--- src/design/rrq_pkg.sv ---
package rrq_pkg;

  // ----------------------------------------------------------------
  // register map (byte addresses, one word each)
  // ----------------------------------------------------------------
  localparam logic [7:0] RRQ_OFF_DATA = 8'h00;
  localparam logic [7:0] RRQ_OFF_STATUS = 8'h04;
  localparam logic [7:0] RRQ_OFF_COUNT = 8'h08;
  localparam logic [7:0] RRQ_OFF_CONFIG = 8'h0C;
  localparam logic [7:0] RRQ_OFF_FLAGS = 8'h10;
  localparam logic [7:0] RRQ_OFF_STROBE = 8'h14;
  localparam logic [7:0] RRQ_OFF_IOCFG = 8'h18;
  localparam logic [7:0] RRQ_OFF_CORR = 8'h1C;

  // ----------------------------------------------------------------
  // field positions
  // ----------------------------------------------------------------
  // status: frame active, non-empty, threshold, channel clear, overflow
  localparam int RRQ_ST_FRAME = 0;
  localparam int RRQ_ST_NONEMPTY = 1;
  localparam int RRQ_ST_THR = 2;
  localparam int RRQ_ST_CCA = 3;
  localparam int RRQ_ST_OVF = 4;
  // config: threshold level in [6:0]
  localparam int RRQ_CFG_THR_LSB = 0;
  localparam int RRQ_CFG_ADDR_EN = 8;
  localparam int RRQ_CFG_ERR_EN = 9;
  // flags
  localparam int RRQ_FL_SFD = 0;
  localparam int RRQ_FL_THR = 1;
  // strobe
  localparam int RRQ_SB_FLUSH = 0;
  // io config: route enables [3:0], polarity [7:4]
  localparam int RRQ_IO_POL_LSB = 4;

  // ----------------------------------------------------------------
  // reset values and sizes
  // ----------------------------------------------------------------
  localparam int RRQ_DEPTH = 128;
  localparam logic [6:0] RRQ_THR_RST = 7'h00;
  localparam logic [4:0] RRQ_CORR_RST = 5'h00;
  localparam logic [7:0] RRQ_IOCFG_RST = 8'h00;

  // ----------------------------------------------------------------
  // timing: receiver byte rate
  // ----------------------------------------------------------------
  localparam int RRQ_CLK_HZ = 10_000_000;
  localparam int RRQ_RX_KBPS = 250;
  localparam int RRQ_BYTE_CYC = (RRQ_CLK_HZ / 1000 * 8) / RRQ_RX_KBPS;

endpackage

--- src/design/rrq_top.sv ---
// Design decisions made here: the AHB-Lite register port and the placing of the registers.
`timescale 1ns/1ns
`default_nettype none

// Summary of operation
// - pulse dma trigger when queue leaves empty
// - pulse dma trigger on read leaving data
// - receive delimiter sets frame-start flag, interrupt
// - frame active until last data unit byte
// - address failure drops frame active at once when enabled
// - non-empty from first byte until empty
// - byte count equals bytes stored
// - threshold high while count exceeds level
// - threshold waits for address pass when enabled
// - threshold high when packet last byte stored
// - packet-only threshold clears after one read
// - queue holds at most 128 bytes
// - overflow: error interrupt if enabled, non-empty low, threshold high
// - overflow keeps stored bytes readable
// - after overflow accept nothing until flush
// - transmit delimiter sets frame-start flag, interrupt
// - transmit frame active ends at length or underflow
// - transmit underflow raises error interrupt if enabled
// - non-empty and threshold status bits follow receive queue only
// - statuses routable to debug pins, per polarity
// - bytes written at receiver rate, drained by bus reads up to one per clock
// - flush strobe empties whole queue
// - data read pops the oldest byte
module rrq_top #(
  parameter int DEPTH = rrq_pkg::RRQ_DEPTH
) (
  input wire logic clk_sys,
  input wire logic rst_b,
  input wire logic hsel,
  input wire logic [31:0] haddr,
  input wire logic [1:0] htrans,
  input wire logic hwrite,
  input wire logic [2:0] hsize,
  input wire logic [31:0] hwdata,
  input wire logic hready,
  output logic hreadyout,
  output logic hresp,
  output logic [31:0] hrdata,
  input wire logic rx_sfd_done,
  input wire logic rx_byte_valid,
  input wire logic [7:0] rx_byte_data,
  input wire logic rx_byte_last,
  input wire logic addr_pass,
  input wire logic addr_fail,
  input wire logic tx_sfd_done,
  input wire logic tx_frame_done,
  input wire logic tx_underflow,
  input wire logic channel_clear_in,
  output logic radio_dma_trig,
  output logic radio_irq_req,
  output logic radio_error_irq,
  output logic [3:0] debug_pins,
  output logic [4:0] correlation_threshold
);
  import rrq_pkg::*;

  localparam int PW = $clog2(DEPTH);
  localparam int CW = PW + 1;
  localparam logic [CW-1:0] CNT_FULL = CW'(DEPTH);

  // ----------------------------------------------------------------
  // register decode
  // ----------------------------------------------------------------
  function automatic logic hit(input logic [31:0] a, input logic [7:0] off);
    hit = (a[31:8] == 24'h000000) && (a[7:0] == off);
  endfunction

  logic [7:0] mem [DEPTH];
  logic [PW-1:0] wr_ptr_r;
  logic [PW-1:0] rd_ptr_r;
  logic [CW-1:0] count_r;
  logic [CW-1:0] count_nxt;
  logic [CW-1:0] frame_len_r;
  logic overflow_r;
  logic discard_r;
  logic addr_ok_r;
  logic pkt_done_r;
  logic frame_active_status_r;
  logic frame_start_irq_flag_r;
  logic threshold_irq_flag_r;
  logic thr_prev_r;
  logic [6:0] rx_threshold_level_r;
  logic addr_en_r;
  logic err_en_r;
  logic [7:0] io_config_first_r;
  logic wr_pend_r;
  logic [7:0] wr_addr_r;

  // ----------------------------------------------------------------
  // bus request qualification
  // ----------------------------------------------------------------
  logic acc;
  logic rd_acc;
  logic pop;
  logic push;
  logic ovf_evt;
  logic flush;
  logic flag_wr;
  logic [CW-1:0] drop;
  logic rx_nonempty_status;
  logic rx_threshold_status;
  logic [3:0] stat_vec;

  assign acc = hsel && htrans[1] && hready;
  assign rd_acc = acc && !hwrite;
  // a read of an empty queue returns zero and removes nothing
  assign pop = rd_acc && hit(haddr, RRQ_OFF_DATA) && (count_r != '0);
  assign flush = wr_pend_r && hit({24'h000000, wr_addr_r}, RRQ_OFF_STROBE)
    && hwdata[RRQ_SB_FLUSH];
  assign flag_wr = wr_pend_r && hit({24'h000000, wr_addr_r}, RRQ_OFF_FLAGS);

  // bytes are taken as the demodulator delivers them, one per byte time
  // a byte that meets the address failure belongs to the dropped frame
  assign push = rx_byte_valid && !overflow_r && !discard_r && !(addr_fail && addr_en_r)
    && (count_r != CNT_FULL) && !flush;
  assign ovf_evt = rx_byte_valid && !overflow_r && !discard_r && !(addr_fail && addr_en_r)
    && (count_r == CNT_FULL) && !flush;
  // a failed address discards the frame's bytes so far
  assign drop = (addr_fail && addr_en_r) ? frame_len_r : '0;

  assign count_nxt = count_r + CW'(push) - CW'(pop) - drop;

  // ----------------------------------------------------------------
  // queue storage and pointers
  // ----------------------------------------------------------------
  always_ff @(posedge clk_sys) begin
    if (push) begin
      mem[wr_ptr_r] <= rx_byte_data;
    end
  end

  always_ff @(posedge clk_sys or negedge rst_b) begin
    if (!rst_b) begin
      wr_ptr_r <= '0;
      rd_ptr_r <= '0;
      count_r <= '0;
    end else if (flush) begin
      wr_ptr_r <= '0;
      rd_ptr_r <= '0;
      count_r <= '0;
    end else begin
      wr_ptr_r <= wr_ptr_r + PW'(push) - drop[PW-1:0];
      if (pop) begin
        rd_ptr_r <= rd_ptr_r + PW'(1);
      end
      count_r <= count_nxt;
    end
  end

  // ----------------------------------------------------------------
  // frame tracking: length so far, address verdict, discard
  // ----------------------------------------------------------------
  always_ff @(posedge clk_sys or negedge rst_b) begin
    if (!rst_b) begin
      frame_len_r <= '0;
      discard_r <= 1'b0;
      addr_ok_r <= 1'b0;
    end else if (flush || rx_sfd_done) begin
      frame_len_r <= '0;
      discard_r <= 1'b0;
      addr_ok_r <= 1'b0;
    end else begin
      if (addr_fail && addr_en_r) begin
        frame_len_r <= '0;
        discard_r <= 1'b1;
      end else if (push) begin
        frame_len_r <= frame_len_r + CW'(1);
      end
      if (addr_pass) begin
        addr_ok_r <= 1'b1;
      end
    end
  end

  // ----------------------------------------------------------------
  // overflow: stored bytes stay, new ones wait for a flush
  // ----------------------------------------------------------------
  always_ff @(posedge clk_sys or negedge rst_b) begin
    if (!rst_b) begin
      overflow_r <= 1'b0;
    end else if (ovf_evt) begin
      overflow_r <= 1'b1;
    end else if (flush) begin
      overflow_r <= 1'b0;
    end
  end

  // ----------------------------------------------------------------
  // status derivation
  // ----------------------------------------------------------------
  // non-empty and threshold statuses look only at the receive queue, whatever transmit does
  assign rx_nonempty_status = (count_r != '0) && !overflow_r;
  assign rx_threshold_status = overflow_r || pkt_done_r
    || ((count_r > CW'(rx_threshold_level_r)) && (!addr_en_r || addr_ok_r));
  assign stat_vec = {channel_clear_in, rx_threshold_status, rx_nonempty_status,
    frame_active_status_r};

  // packet completion holds threshold until one byte is read; set wins
  always_ff @(posedge clk_sys or negedge rst_b) begin
    if (!rst_b) begin
      pkt_done_r <= 1'b0;
    end else if (push && rx_byte_last) begin
      pkt_done_r <= 1'b1;
    end else if (pop || flush) begin
      pkt_done_r <= 1'b0;
    end
  end

  always_ff @(posedge clk_sys or negedge rst_b) begin
    if (!rst_b) begin
      frame_active_status_r <= 1'b0;
    end else if (rx_sfd_done || tx_sfd_done) begin
      frame_active_status_r <= 1'b1;
    end else if ((rx_byte_valid && rx_byte_last) || (addr_fail && addr_en_r)
        || tx_frame_done || tx_underflow || flush) begin
      frame_active_status_r <= 1'b0;
    end
  end

  // ----------------------------------------------------------------
  // interrupt flags and request pulses
  // ----------------------------------------------------------------
  // flags are write-zero-to-clear; a set in the same cycle wins
  always_ff @(posedge clk_sys or negedge rst_b) begin
    if (!rst_b) begin
      frame_start_irq_flag_r <= 1'b0;
    end else if (rx_sfd_done || tx_sfd_done) begin
      frame_start_irq_flag_r <= 1'b1;
    end else if (flag_wr && !hwdata[RRQ_FL_SFD]) begin
      frame_start_irq_flag_r <= 1'b0;
    end
  end

  always_ff @(posedge clk_sys or negedge rst_b) begin
    if (!rst_b) begin
      thr_prev_r <= 1'b0;
      threshold_irq_flag_r <= 1'b0;
    end else begin
      thr_prev_r <= rx_threshold_status;
      if (rx_threshold_status && !thr_prev_r) begin
        threshold_irq_flag_r <= 1'b1;
      end else if (flag_wr && !hwdata[RRQ_FL_THR]) begin
        threshold_irq_flag_r <= 1'b0;
      end
    end
  end

  always_ff @(posedge clk_sys or negedge rst_b) begin
    if (!rst_b) begin
      radio_irq_req <= 1'b0;
      radio_error_irq <= 1'b0;
    end else begin
      radio_irq_req <= rx_sfd_done || tx_sfd_done
        || (rx_threshold_status && !thr_prev_r);
      radio_error_irq <= err_en_r && (ovf_evt || tx_underflow);
    end
  end

  // ----------------------------------------------------------------
  // dma trigger
  // ----------------------------------------------------------------
  always_ff @(posedge clk_sys or negedge rst_b) begin
    if (!rst_b) begin
      radio_dma_trig <= 1'b0;
    end else begin
      radio_dma_trig <= !flush && ((push && (count_r == '0))
        || (pop && (count_nxt != '0)));
    end
  end

  // ----------------------------------------------------------------
  // debug routing
  // ----------------------------------------------------------------
  always_ff @(posedge clk_sys or negedge rst_b) begin
    if (!rst_b) begin
      debug_pins <= 4'h0;
    end else begin
      debug_pins <= io_config_first_r[3:0]
        & (stat_vec ^ io_config_first_r[RRQ_IO_POL_LSB +: 4]);
    end
  end

  // ----------------------------------------------------------------
  // bus slave: writes land in the data phase
  // ----------------------------------------------------------------
  always_ff @(posedge clk_sys or negedge rst_b) begin
    if (!rst_b) begin
      wr_pend_r <= 1'b0;
      wr_addr_r <= 8'h00;
      hreadyout <= 1'b1;
      hresp <= 1'b0;
    end else begin
      wr_pend_r <= acc && hwrite && (haddr[31:8] == 24'h000000);
      wr_addr_r <= haddr[7:0];
      hreadyout <= 1'b1;
      hresp <= 1'b0;
    end
  end

  always_ff @(posedge clk_sys or negedge rst_b) begin
    if (!rst_b) begin
      rx_threshold_level_r <= RRQ_THR_RST;
      addr_en_r <= 1'b0;
      err_en_r <= 1'b0;
      io_config_first_r <= RRQ_IOCFG_RST;
      correlation_threshold <= RRQ_CORR_RST;
    end else if (wr_pend_r) begin
      if (wr_addr_r == RRQ_OFF_CONFIG) begin
        rx_threshold_level_r <= hwdata[RRQ_CFG_THR_LSB +: 7];
        addr_en_r <= hwdata[RRQ_CFG_ADDR_EN];
        err_en_r <= hwdata[RRQ_CFG_ERR_EN];
      end
      if (wr_addr_r == RRQ_OFF_IOCFG) begin
        io_config_first_r <= hwdata[7:0];
      end
      // software is expected to write twenty here
      if (wr_addr_r == RRQ_OFF_CORR) begin
        correlation_threshold <= hwdata[4:0];
      end
    end
  end

  // read data is captured at the address-phase edge so it stands as a flop
  always_ff @(posedge clk_sys or negedge rst_b) begin
    if (!rst_b) begin
      hrdata <= 32'h00000000;
    end else if (rd_acc) begin
      hrdata <= 32'h00000000;
      if (hit(haddr, RRQ_OFF_DATA) && (count_r != '0)) begin
        hrdata <= {24'h000000, mem[rd_ptr_r]};
      end
      if (hit(haddr, RRQ_OFF_STATUS)) begin
        hrdata <= {27'h0000000, overflow_r, stat_vec};
      end
      if (hit(haddr, RRQ_OFF_COUNT)) begin
        hrdata <= 32'(count_r);
      end
      if (hit(haddr, RRQ_OFF_CONFIG)) begin
        hrdata <= {22'h000000, err_en_r, addr_en_r, 1'b0, rx_threshold_level_r};
      end
      if (hit(haddr, RRQ_OFF_FLAGS)) begin
        hrdata <= {30'h00000000, threshold_irq_flag_r, frame_start_irq_flag_r};
      end
      if (hit(haddr, RRQ_OFF_IOCFG)) begin
        hrdata <= {24'h000000, io_config_first_r};
      end
      if (hit(haddr, RRQ_OFF_CORR)) begin
        hrdata <= {27'h0000000, correlation_threshold};
      end
    end
  end

  // ----------------------------------------------------------------
  // checks
  // ----------------------------------------------------------------
  a_dma_first_byte: assert property (@(posedge clk_sys) disable iff (!rst_b)
    (push && !flush && count_r == '0) |=> radio_dma_trig)
    else $error("dma trigger missing on first byte");

  a_dma_read_more: assert property (@(posedge clk_sys) disable iff (!rst_b)
    (pop && !flush && !push && count_r > CW'(1) && drop == '0) |=> radio_dma_trig)
    else $error("dma trigger missing on read with data left");

  a_count_bound: assert property (@(posedge clk_sys) disable iff (!rst_b)
    count_r <= CNT_FULL)
    else $error("queue count above depth");

  a_count_track: assert property (@(posedge clk_sys) disable iff (!rst_b)
    (push && !pop && !flush && drop == '0) |=> count_r == $past(count_r) + CW'(1))
    else $error("count did not follow a stored byte");

  a_flush_empty: assert property (@(posedge clk_sys) disable iff (!rst_b)
    flush |=> (count_r == '0 && !rx_nonempty_status && !overflow_r))
    else $error("flush left data in queue");

  a_ovf_status: assert property (@(posedge clk_sys) disable iff (!rst_b)
    ovf_evt |=> (!rx_nonempty_status && rx_threshold_status
      && radio_error_irq == $past(err_en_r)))
    else $error("overflow status wrong");

  a_ovf_hold: assert property (@(posedge clk_sys) disable iff (!rst_b)
    (overflow_r && !flush) |-> !push)
    else $error("byte stored while overflowed");

  a_sfd_flag: assert property (@(posedge clk_sys) disable iff (!rst_b)
    (rx_sfd_done || tx_sfd_done) |=> (frame_start_irq_flag_r && radio_irq_req
      && frame_active_status_r))
    else $error("frame start flag not set");

  a_fail_drop: assert property (@(posedge clk_sys) disable iff (!rst_b)
    (addr_fail && addr_en_r && !rx_sfd_done && !tx_sfd_done) |=> !frame_active_status_r)
    else $error("frame active held after address failure");

  a_pkt_thr: assert property (@(posedge clk_sys) disable iff (!rst_b)
    (push && rx_byte_last) |=> rx_threshold_status ##0 pkt_done_r)
    else $error("threshold not raised at packet end");

  a_tx_underflow: assert property (@(posedge clk_sys) disable iff (!rst_b)
    (tx_underflow && err_en_r && !tx_sfd_done && !rx_sfd_done) |=> (radio_error_irq
      && !frame_active_status_r))
    else $error("underflow not reported");

endmodule

`default_nettype wire

--- config.mk ---
export PLATFORM = sky130hd
export DESIGN_NAME = rrq_top
export DESIGN_NICKNAME = d
export VERILOG_FILES = /design/src/design/rrq_pkg.sv /design/src/design/rrq_top.sv
export SDC_FILE = /design/constraint.sdc
export NUM_CORES = 1
export LEC_CHECK = 0
export BUFFER_PORTS_ARGS = -buffer_cell sky130_fd_sc_hd__clkbuf_2
export CAP_MARGIN = 0
export CORE_MARGIN = 4
export CORE_UTILIZATION = 56
export CTS_BUF_LIST = sky130_fd_sc_hd__clkbuf_16
export DETAILED_ROUTE_END_ITERATION = 7
export PLACE_DENSITY = 0.86
export SYNTH_ARGS = -nofsm -noshare
export SYNTH_HDL_FRONTEND = slang
export SYNTH_SLANG_ARGS = --single-unit
--- constraint.sdc ---
create_clock -name clk_sys -period 4.35 [get_ports clk_sys]
set_clock_uncertainty 0.1 [all_clocks]
set_input_delay 0.87 -clock clk_sys [delete_from_list [all_inputs] [get_ports clk_sys]]
set_output_delay 0.87 -clock clk_sys [all_outputs]
set_load 0.01 [all_outputs]
Yosys cells after proc, flatten, opt, wreduce, memory -nomap -nowiden
Memory sizes are Yosys's and may differ from the RTL's.
Cells that the tools add are included.
{"block": "classes", "addsub": 7, "order_cmp": 1, "eq_ne": 13, "n_mux": 31, "n_bitwise": 2, "n_reduce_logical": 76}
{"op": "$mux 32", "count": 6}
{"op": "$eq 8x5->1 const B", "count": 7}
{"op": "$mux 8", "count": 6}
{"op": "$logic_and 1x1->1", "count": 37}
{"op": "$eq 8x4->1 const B", "count": 3}
{"op": "$logic_not 24->1", "count": 1}
{"op": "$mux 7", "count": 3}
{"op": "$logic_not 8->1", "count": 2}
{"op": "$mux 1", "count": 16}
{"op": "$reduce_bool 2->1", "count": 8}
{"op": "$reduce_bool 8->1", "count": 2}
{"op": "$logic_or 1x1->1", "count": 13}
{"op": "$logic_not 1->1", "count": 9}
{"op": "$add 8x1->8", "count": 1}
{"op": "$add 8x1->8 const B", "count": 1}
{"op": "$eq 8x3->1 const B", "count": 1}
{"op": "$eq 8x8->1 const B", "count": 1}
{"op": "$gt 8x7->1", "count": 1}
{"op": "$ne 8x8->1 const B", "count": 1}
{"op": "$sub 8x1->8", "count": 1}
{"op": "$sub 8x8->8", "count": 1}
{"op": "$add 7x1->7", "count": 1}
{"op": "$add 7x1->7 const B", "count": 1}
{"op": "$sub 7x7->7", "count": 1}
{"op": "4 further kinds", "count": 6}
{"block": "totals", "register_bits": 108, "ramBits": 1024, "in_bits": 91, "out_inout_bits": 46, "word_cells": 155, "n_memories": 1}
{"memory": "mem", "depth": 128, "width": 8, "rd": 1, "rd_clocked_by_memory_dff": 0, "wr": 1, "line": "rrq_top.sv:73", "rtl": "logic [7:0] mem [DEPTH];"}

Depth between registers and ports, before layout
Gate-level depths: netlist of the first run.
{"block": "logic_depth", "word_depth": 13, "mapped_depth": 17, "depth_no_buf": 16}

Least setup slack after synthesis of the first run
Ideal clock, no wire load.
{"block": "synth_path", "kind": "input to register", "start": "input port haddr[26]", "end": "register radio_dma_trig", "setup_time_ns": 0.136, "arrival_time_ns": 4.613, "required_time_ns": 4.114, "setup_slack_ns": -0.499, "path_stages": 17, "n_path_buf": 1, "cell_sequence": "nor4_1 > nand4_1 > or2_0 > buf_2 > nor3_4 > inv_1 > fa_1 > fa_1 > ha_1 > fa_1 > a21o_1 > a21oi_1 > o21bai_1 > a21oi_1 > xnor2_1 > o31ai_1 > a21oi_1"}
{"block": "synth_via", "elab_chain_len": 10}
{"element": "from (decl)", "line": "rrq_top.sv:35", "rtl": "input wire logic [31:0] haddr,"}
{"element": "$logic_not 24->1 *", "line": "rrq_top.sv:70", "rtl": "hit = (a[31:8] == 24'h000000) && (a[7:0] == off);"}
{"element": "$logic_and 1x1->1 *", "line": "rrq_top.sv:70"}
{"element": "$logic_and 1x1->1 * (2 in series)", "line": "rrq_top.sv:112", "rtl": "assign pop = rd_acc && hit(haddr, RRQ_OFF_DATA) && (count_r != '0);"}
{"element": "$sub 8x1->8", "line": "rrq_top.sv:126", "rtl": "assign count_nxt = count_r + CW'(push) - CW'(pop) - drop;"}
{"element": "$sub 8x8->8", "line": "rrq_top.sv:126"}
{"element": "$reduce_bool 8->1", "line": "rrq_top.sv:272", "rtl": "|| (pop && (count_nxt != '0)));"}
{"element": "$logic_and 1x1->1 *", "line": "rrq_top.sv:272"}
{"element": "$logic_or 1x1->1 *", "line": "rrq_top.sv:272"}
{"element": "$logic_and 1x1->1 *", "line": "rrq_top.sv:271", "rtl": "radio_dma_trig <= !flush && ((push && (count_r == '0))"}
{"element": "to (signal assigned)", "line": "rrq_top.sv:271"}
{"element": "to (decl)", "line": "rrq_top.sv:54", "rtl": "output logic radio_dma_trig,"}
Mark *: on every way between the ends. The rest lies on a longest branch, timed or not.
A chain may end at the register's enable or synchronous reset.

Worst setup path in the final report of the first run
{"block": "layout_path", "start": "input port haddr[18]", "end": "register radio_dma_trig"}
The elaborated chain is that of the path after synthesis.

==> impl_metrics.yaml, run 1 <==
timing:
  slew_viol_final: 0
  worst_slack_ns: 0.241
  finalCritPeriodShare: 0.945
  fin_crit_ns: 4.11
  clock.fmax_mhz: 243
  worst_pin_slew_ns: 1.37
  relSlewSlack: 0.0837
  rsz0062_at_grt: "false"
  hold_violations: 0
  finalSetupViolations: 0
layout:
  drive_gt1_frac: 0.241
  finish.utilization: 0.635
  syn_to_final_growth_pct: 12.5
  final_common_cell: "edfxtp_1"
  fillerInstances: 4933
  antennaDiodeCount: 0
  fin_nets: 2679
  final_cell_mix: "1024 x edfxtp_1, 223 x mux4_2, 188 x nor2_1"
clock_network:
  cts_buffers: 105
  cts_tree: "built"
  cts-hold-fix-buffers: 0
  clockBufferDepth: 3
  root_buffer: "clkbuf_16"
  clock-sinks: 1110
  clk_latency_ns: 0.68
  htree_levels: 3
  cts.clk_slew.worst_paths_ns: 0.07
placed_design:
  finalWeightedCongestion: 0.910
  dp_hpwl_mm: 68.4
  port_buffers: 86
  pre_cts_slack_ns: -0.493
worst_setup_path:
  crit_type: "input port to register"
  crit_path_end_kind: "register"
  crit_arrival_ns: 4.57
  crit_required_ns: 4.81
  cp_max_fo: 2
  r2r_end: "radio_dma_trig"
  start_kind: "input port"
  reg2reg_depth: 15
  rr_startpoint: "count_r[2]"
  reg2reg_setup_slack_ns: 0.28
grt:
  gr-total-overflow: 0
  gr-usage-all-layers: 0.275
  grt_max_degree: 118
  grt_pass1_wl_mm: 172
  antenna_found_initial: 2
  grt_pass1_vias: 25700
synthesis:
  ys_seq_area_frac: 0.738
  netlist_instances: 2357
  ys_async_sr_fraction: 0.0775
  synth-main-ff-cell: "edfxtp_1"
  synth_edf_count: 1024
  syn-cell-area_mm2: 0.0446
  yosysUniqueCellTypes: 68
  ys_ff_latch: 1110
  ys_warn_count: 0
  syn_area_per_cell_um2: 18.9
run:
  drv_cap: 0
routing:
  drc: 0
  ant_nets: 0
  viasPerCell: 6.81
  num_vias: 25100
  totalWireLength_mm: 116
  dr.pass1.iters: 6
  wl_per_cell_um: 31.5
  first_iter_violations: 4059
floorplanning:
  fp.dieH_um: 290
  core_area_mm2: 0.0790
  die_area_mm2: 0.0842
  io_pins: 137
  die_w_um: 290
  row_count: 103
  initial_core_util: 0.565
power_and_ir_drop:
  powerDensity_mw_per_mm2: 463
  leakage_nw: 16.0
  peakVddDrop_mv: 0.419
run_status:
  run_status: "completed"
hold_path:
  hold_class: "input port to asynchronous set/reset pin"
[how the worst max path moves through the flow]
stage	startpoint	to	slack (ns)
after global placement	haddr[27]	radio_dma_trig	-0.26
after detailed placement	haddr[15]	radio_dma_trig	-0.49
after global routing	haddr[27]	radio_dma_trig	0.004
final	haddr[18]	radio_dma_trig	0.24
after floorplan	haddr[19]	radio_dma_trig	-0.14
after CTS	count_r[2]	radio_dma_trig	0.13
[power by group]
group,leakage (nW),switching [mW],internal (mW)
sequential,10.2,0.209,11.9
combinational,4.02,1.24,0.705
clock,1.73,4.01,5.19
total,16.0,5.46,17.8
[synth_stat cells (3+ instances only)]
cell,instances,area share
buf_2,46,0.0052
mux2i_1,82,0.018
xor2_1,10,0.0020
mux2_2,26,0.0066
a221o_1,3,0.00067
a22oi_1,47,0.0079
buf_6,11,0.0028
nand4_1,13,0.0018
dfrtp_1,86,0.048
a21oi_1,38,0.0043
nand2b_1,9,0.0013
o22ai_1,17,0.0024
nor4_1,9,0.0013
a22o_1,10,0.0020
mux4_1,5,0.0029
o31ai_1,5,0.00084
a211oi_1,21,0.0035
o21a_1,3,0.00050
fa_1,4,0.0018
nor2b_1,12,0.0017
a221oi_1,15,0.0029
xnor2_1,20,0.0039
nand4b_1,4,0.00079
and3_1,7,0.00098
inv_1,40,0.0034
o221ai_1,18,0.0035
o21ai_0,42,0.0047
nor3_1,30,0.0034
buf_1,5,0.00042
or3_1,11,0.0015
nand3_1,16,0.0018
a21o_1,9,0.0015
ha_1,37,0.010
nand2_1,72,0.0061
clkbuf_1,38,0.0032
edfxtp_1,1024,0.69
and2_1,15,0.0021
mux4_2,223,0.11
nor2_1,189,0.016
buf_4,37,0.0062
a31oi_1,7,0.00098
[final cells by class]
type,count,area (µm²),share of cell area
flip-flops and latches,1110,32900,0.656
multi-input cells,1088,10900,0.217
clock buffers,107,2680,0.0534
repair buffers,200,1460,0.0291
well taps,1050,1310,0.0262
clock inverters,87,764,0.0152
inverters,42,158,0.00314
[worst max-delay path, cell delays in order]
cell and delay (ns):
clkbuf_2 0.10, nor4_4 0.27, nand4_1 0.18, or2_0 0.36
nor3_4 0.28, inv_2 0.08, fa_2 0.36, fa_1 0.44
ha_2 0.21, fa_2 0.35, a21o_1 0.18, a21oi_2 0.15
buf_4 0.13, xnor2_1 0.14, nand4_1 0.11, o31ai_1 0.23
a21oi_1 0.10
[flip-flops by register name (all words and copies together) (netlist names), 4 cells and up]
signal / flops
mem: 1024
wr_ptr_r: 7
correlation_threshold: 5
io_config_first_r: 8
rx_threshold_level_r: 7
wr_addr_r: 8
frame_len_r: 8
rd_ptr_r: 7
count_r: 8
debug_pins: 4
hrdata: 10
[logic make-up (layout without fill, tap and decap cells)]
logic type                 Yosys count  in the layout  synth area share
adders and majority gates           41             41            0.0122
xor gates and xnor gates            30             30           0.00589
DFF                               1110           1110             0.738
buffers and inverters              181            436            0.0222
and+or+nand+nor                    403            403            0.0417
muxes                              336            336             0.141
other                                2             24          0.000168
AOI/OAI and AO/OA                  254            254            0.0398
[stage by stage]
step / cells / cell area (µm²) / hold WS (ns) / TNS, ns / power, mW
after floorplan: 2379 / 44800 / 0.334 / -0.138 / 13.4
after global placement: 3490 / 46700 / 0.361 / -0.341 / 14.1
after detailed placement: 3490 / 46700 / 0.346 / -1.04 / 14.2
after CTS: 3684 / 50200 / 0.263 / 0 / 23.2
after global routing: 3684 / 50200 / 0.283 / 0 / 24.0
final: 3684 / 50200 / 0.286 / 0 / 23.3
[timing repair]
action,in CTS,in global routing
gates resized for setup,0,2
endpoints found under the setup margin,0,1
buffers inserted,0,0
[layer usage]
metal | share of wire | global-route usage | up-vias
met4 | 0.054 | 0.119 | 2
met5 | 0.00011 | 0 | -
met2 | 0.47 | 0.427 | 2204
met3 | 0.14 | 0.0831 | 482
met1 | 0.33 | 0.365 | 12500
li1 | - | - | 9870
No activity file was read; power rests on OpenSTA's default activity.
==> inputs of run 2 (changes only) <==
- BUFFER_PORTS_ARGS: -buffer_cell sky130_fd_sc_hd__clkbuf_2 -> not set
- CORE_UTILIZATION: 56 -> 57
- DONT_BUFFER_PORTS: not set -> 1
- PLACE_DENSITY: 0.86 -> 0.85
==> run 2 against run 1 <==
Compared with the run above: non-clock buffer count is 104 lower; core utilization rose by 0.47 points; register-to-register slack about the same; clock-buffer cell count up 1; clock power down 0.5%; final area fell by 1.2%; routed wire length decreased by 2.5%; total power decreased by 1.3%; critical path type is now register to register; critical endpoint unchanged; hold slack worse by 0.16 ns; final cell count fell by 3.1%; via count shrank 3.1%.
==> impl_metrics.yaml, run 2 (synthesis gave the netlist of run 1 again) <==
grt:
  gr-total-overflow: 0
  gr-usage-all-layers: 0.275
  grtUsageMet2: 0.432
  antenna_found_initial: 1
  use_met1: 0.360
  grt_max_degree: 129
  grtUsageMet3: 0.0784
  grt_pass1_vias: 24800
  grt_pass1_wl_mm: 167
  grt_busiest_layer: "met2"
timing:
  rsz0062_at_grt: "false"
  worst_slack_ns: 0.270
  clock.fmax_mhz: 245
  slew_viol_final: 0
  finalHoldWorstSlack_ns: 0.129
  fin_crit_ns: 4.08
  worst_pin_slew_ns: 1.19
  finalCritPeriodShare: 0.938
  hold_violations: 0
  timing.setup.tns_ns: 0
  relSlewSlack: 0.205
  finalSetupViolations: 0
floorplanning:
  initial_core_util: 0.576
  fp.dieH_um: 288
  row_count: 102
  die_w_um: 288
  io_pins: 137
  die_area_mm2: 0.0828
  core_area_mm2: 0.0775
clock_network:
  cts_buffers: 104
  cts.clk_slew.worst_paths_ns: 0.06
  clk_latency_ns: 0.70
  clock-sinks: 1110
  clockBufferDepth: 3
  cts_tree: "built"
  cts_setup_buffers: 0
  htree_levels: 3
  root_buffer: "clkbuf_16"
routing:
  totalWireLength_mm: 113
  first_iter_violations: 3880
  dr.pass1.iters: 8
  num_vias: 24300
  drc: 0
  ant_nets: 0
  wl_per_cell_um: 31.7
  viasPerCell: 6.81
layout:
  fillerInstances: 4836
  final_common_cell: "edfxtp_1"
  fin_nets: 2574
  syn_to_final_growth_pct: 11.1
  largest_reg_flops: 1024
  largest_register: "mem"
  final_cell_mix: "1024 x edfxtp_1, 223 x mux4_2, 188 x nor2_1"
  finish.utilization: 0.640
  drive_gt1_frac: 0.206
  final_cells: 3569
  final_cell_area_mm2: 0.0496
  reg_top3: "mem (1024), hrdata (10)"
worst_setup_path:
  cp_max_fo: 4
  crit_required_ns: 4.79
  crit_arrival_ns: 4.52
  crit_path_end_kind: "register"
  start_kind: "register"
  crit_type: "register to register"
  reg2reg_depth: 16
  r2r_end: "radio_dma_trig"
  rr_startpoint: "count_r[2]"
  reg2reg_setup_slack_ns: 0.27
hold_path:
  min_to: "wr_addr_r[5]"
  worstHoldPathCells: 0
  hold_class: "input port to register"
  hold_path.startpoint: "haddr[5]"
run:
  drv_cap: 0
placed_design:
  pre_cts_slack_ns: -0.301
  port_buffers: 0
  dp_hpwl_mm: 64.7
  finalWeightedCongestion: 0.896
  place_inst: 3374
  placedInstanceArea_mm2: 0.0461
power_and_ir_drop:
  leakage_nw: 15.6
  peakVddDrop_mv: 0.429
  powerDensity_mw_per_mm2: 463
  power_mw: 22.9
run_status:
  run_status: "completed"
-- run 2: cell count changes in the layout (fill, tap and decap cells not counted), sizes merged --
cell,delta
buf,-28
bufinv,-1
clkbuf,-76
clkinv,-6
clkinvlp,-1
diode,+1
dlygate4sd3,+1
inv,+5
-- run 2: worst max-delay path by stage --
stage	start	to	slack, ns	cells after the start
2_1_floorplan	haddr[19]	radio_dma_trig	-0.14	17
3_3_place_gp	haddr[27]	radio_dma_trig	-0.24	16
3_5_place_dp	haddr[27]	radio_dma_trig	-0.30	16
4_1_cts	count_r[2]	radio_dma_trig	0.23	16
5_1_grt	count_r[5]	radio_dma_trig	0.09	16
6_report	count_r[2]	radio_dma_trig	0.27	16
-- run 2: critical path, cell delays in order (launching register included) --
cell and delay [ns]:
dfrtp_1 0.41, or4_1 0.60, o31ai_2 0.30, buf_4 0.18, nor3_4 0.05, inv_2 0.08
fa_2 0.43, ha_1 0.22, ha_2 0.19, fa_2 0.36, a21o_1 0.18, a21oi_2 0.17
o21bai_1 0.09, a21oi_1 0.16, xnor2_1 0.10, o31ai_1 0.26, a21oi_1 0.09
-- run 2: area by class of cell --
type	instances	area (µm²)	share of cell area
well taps	1040	1300	0.0262
diodes	1	2.50	0.0000505
multi-input cells	1088	10900	0.220
flip-flops and latches	1110	32900	0.664
repair buffers	96	881	0.0178
clock buffers	108	2700	0.0545
clock inverters	84	726	0.0146
inverters	42	158	0.00318
-- run 2: metal layers --
layer / wire length, µm / vias to the layer above
met5: 13 / -
met4: 6410 / 2
met3: 14800 / 396
met2: 53600 / 1995
met1: 38200 / 12300
li1: - / 9649
-- run 2: report_power, final --
group	total [mW]	switching [mW]	internal, mW
logic	1.63	0.987	0.643
clock network	9.15	3.99	5.16
registers	12.2	0.263	11.9
-- run 2: timing repair --
| action | CTS | global route |
|---|---|---|
| setup endpoints to repair | 0 | 1 |
| gates resized for setup | 0 | 1 |
| endpoints found under the hold margin | 86 | 0 |
| hold buffers | 2 | 0 |
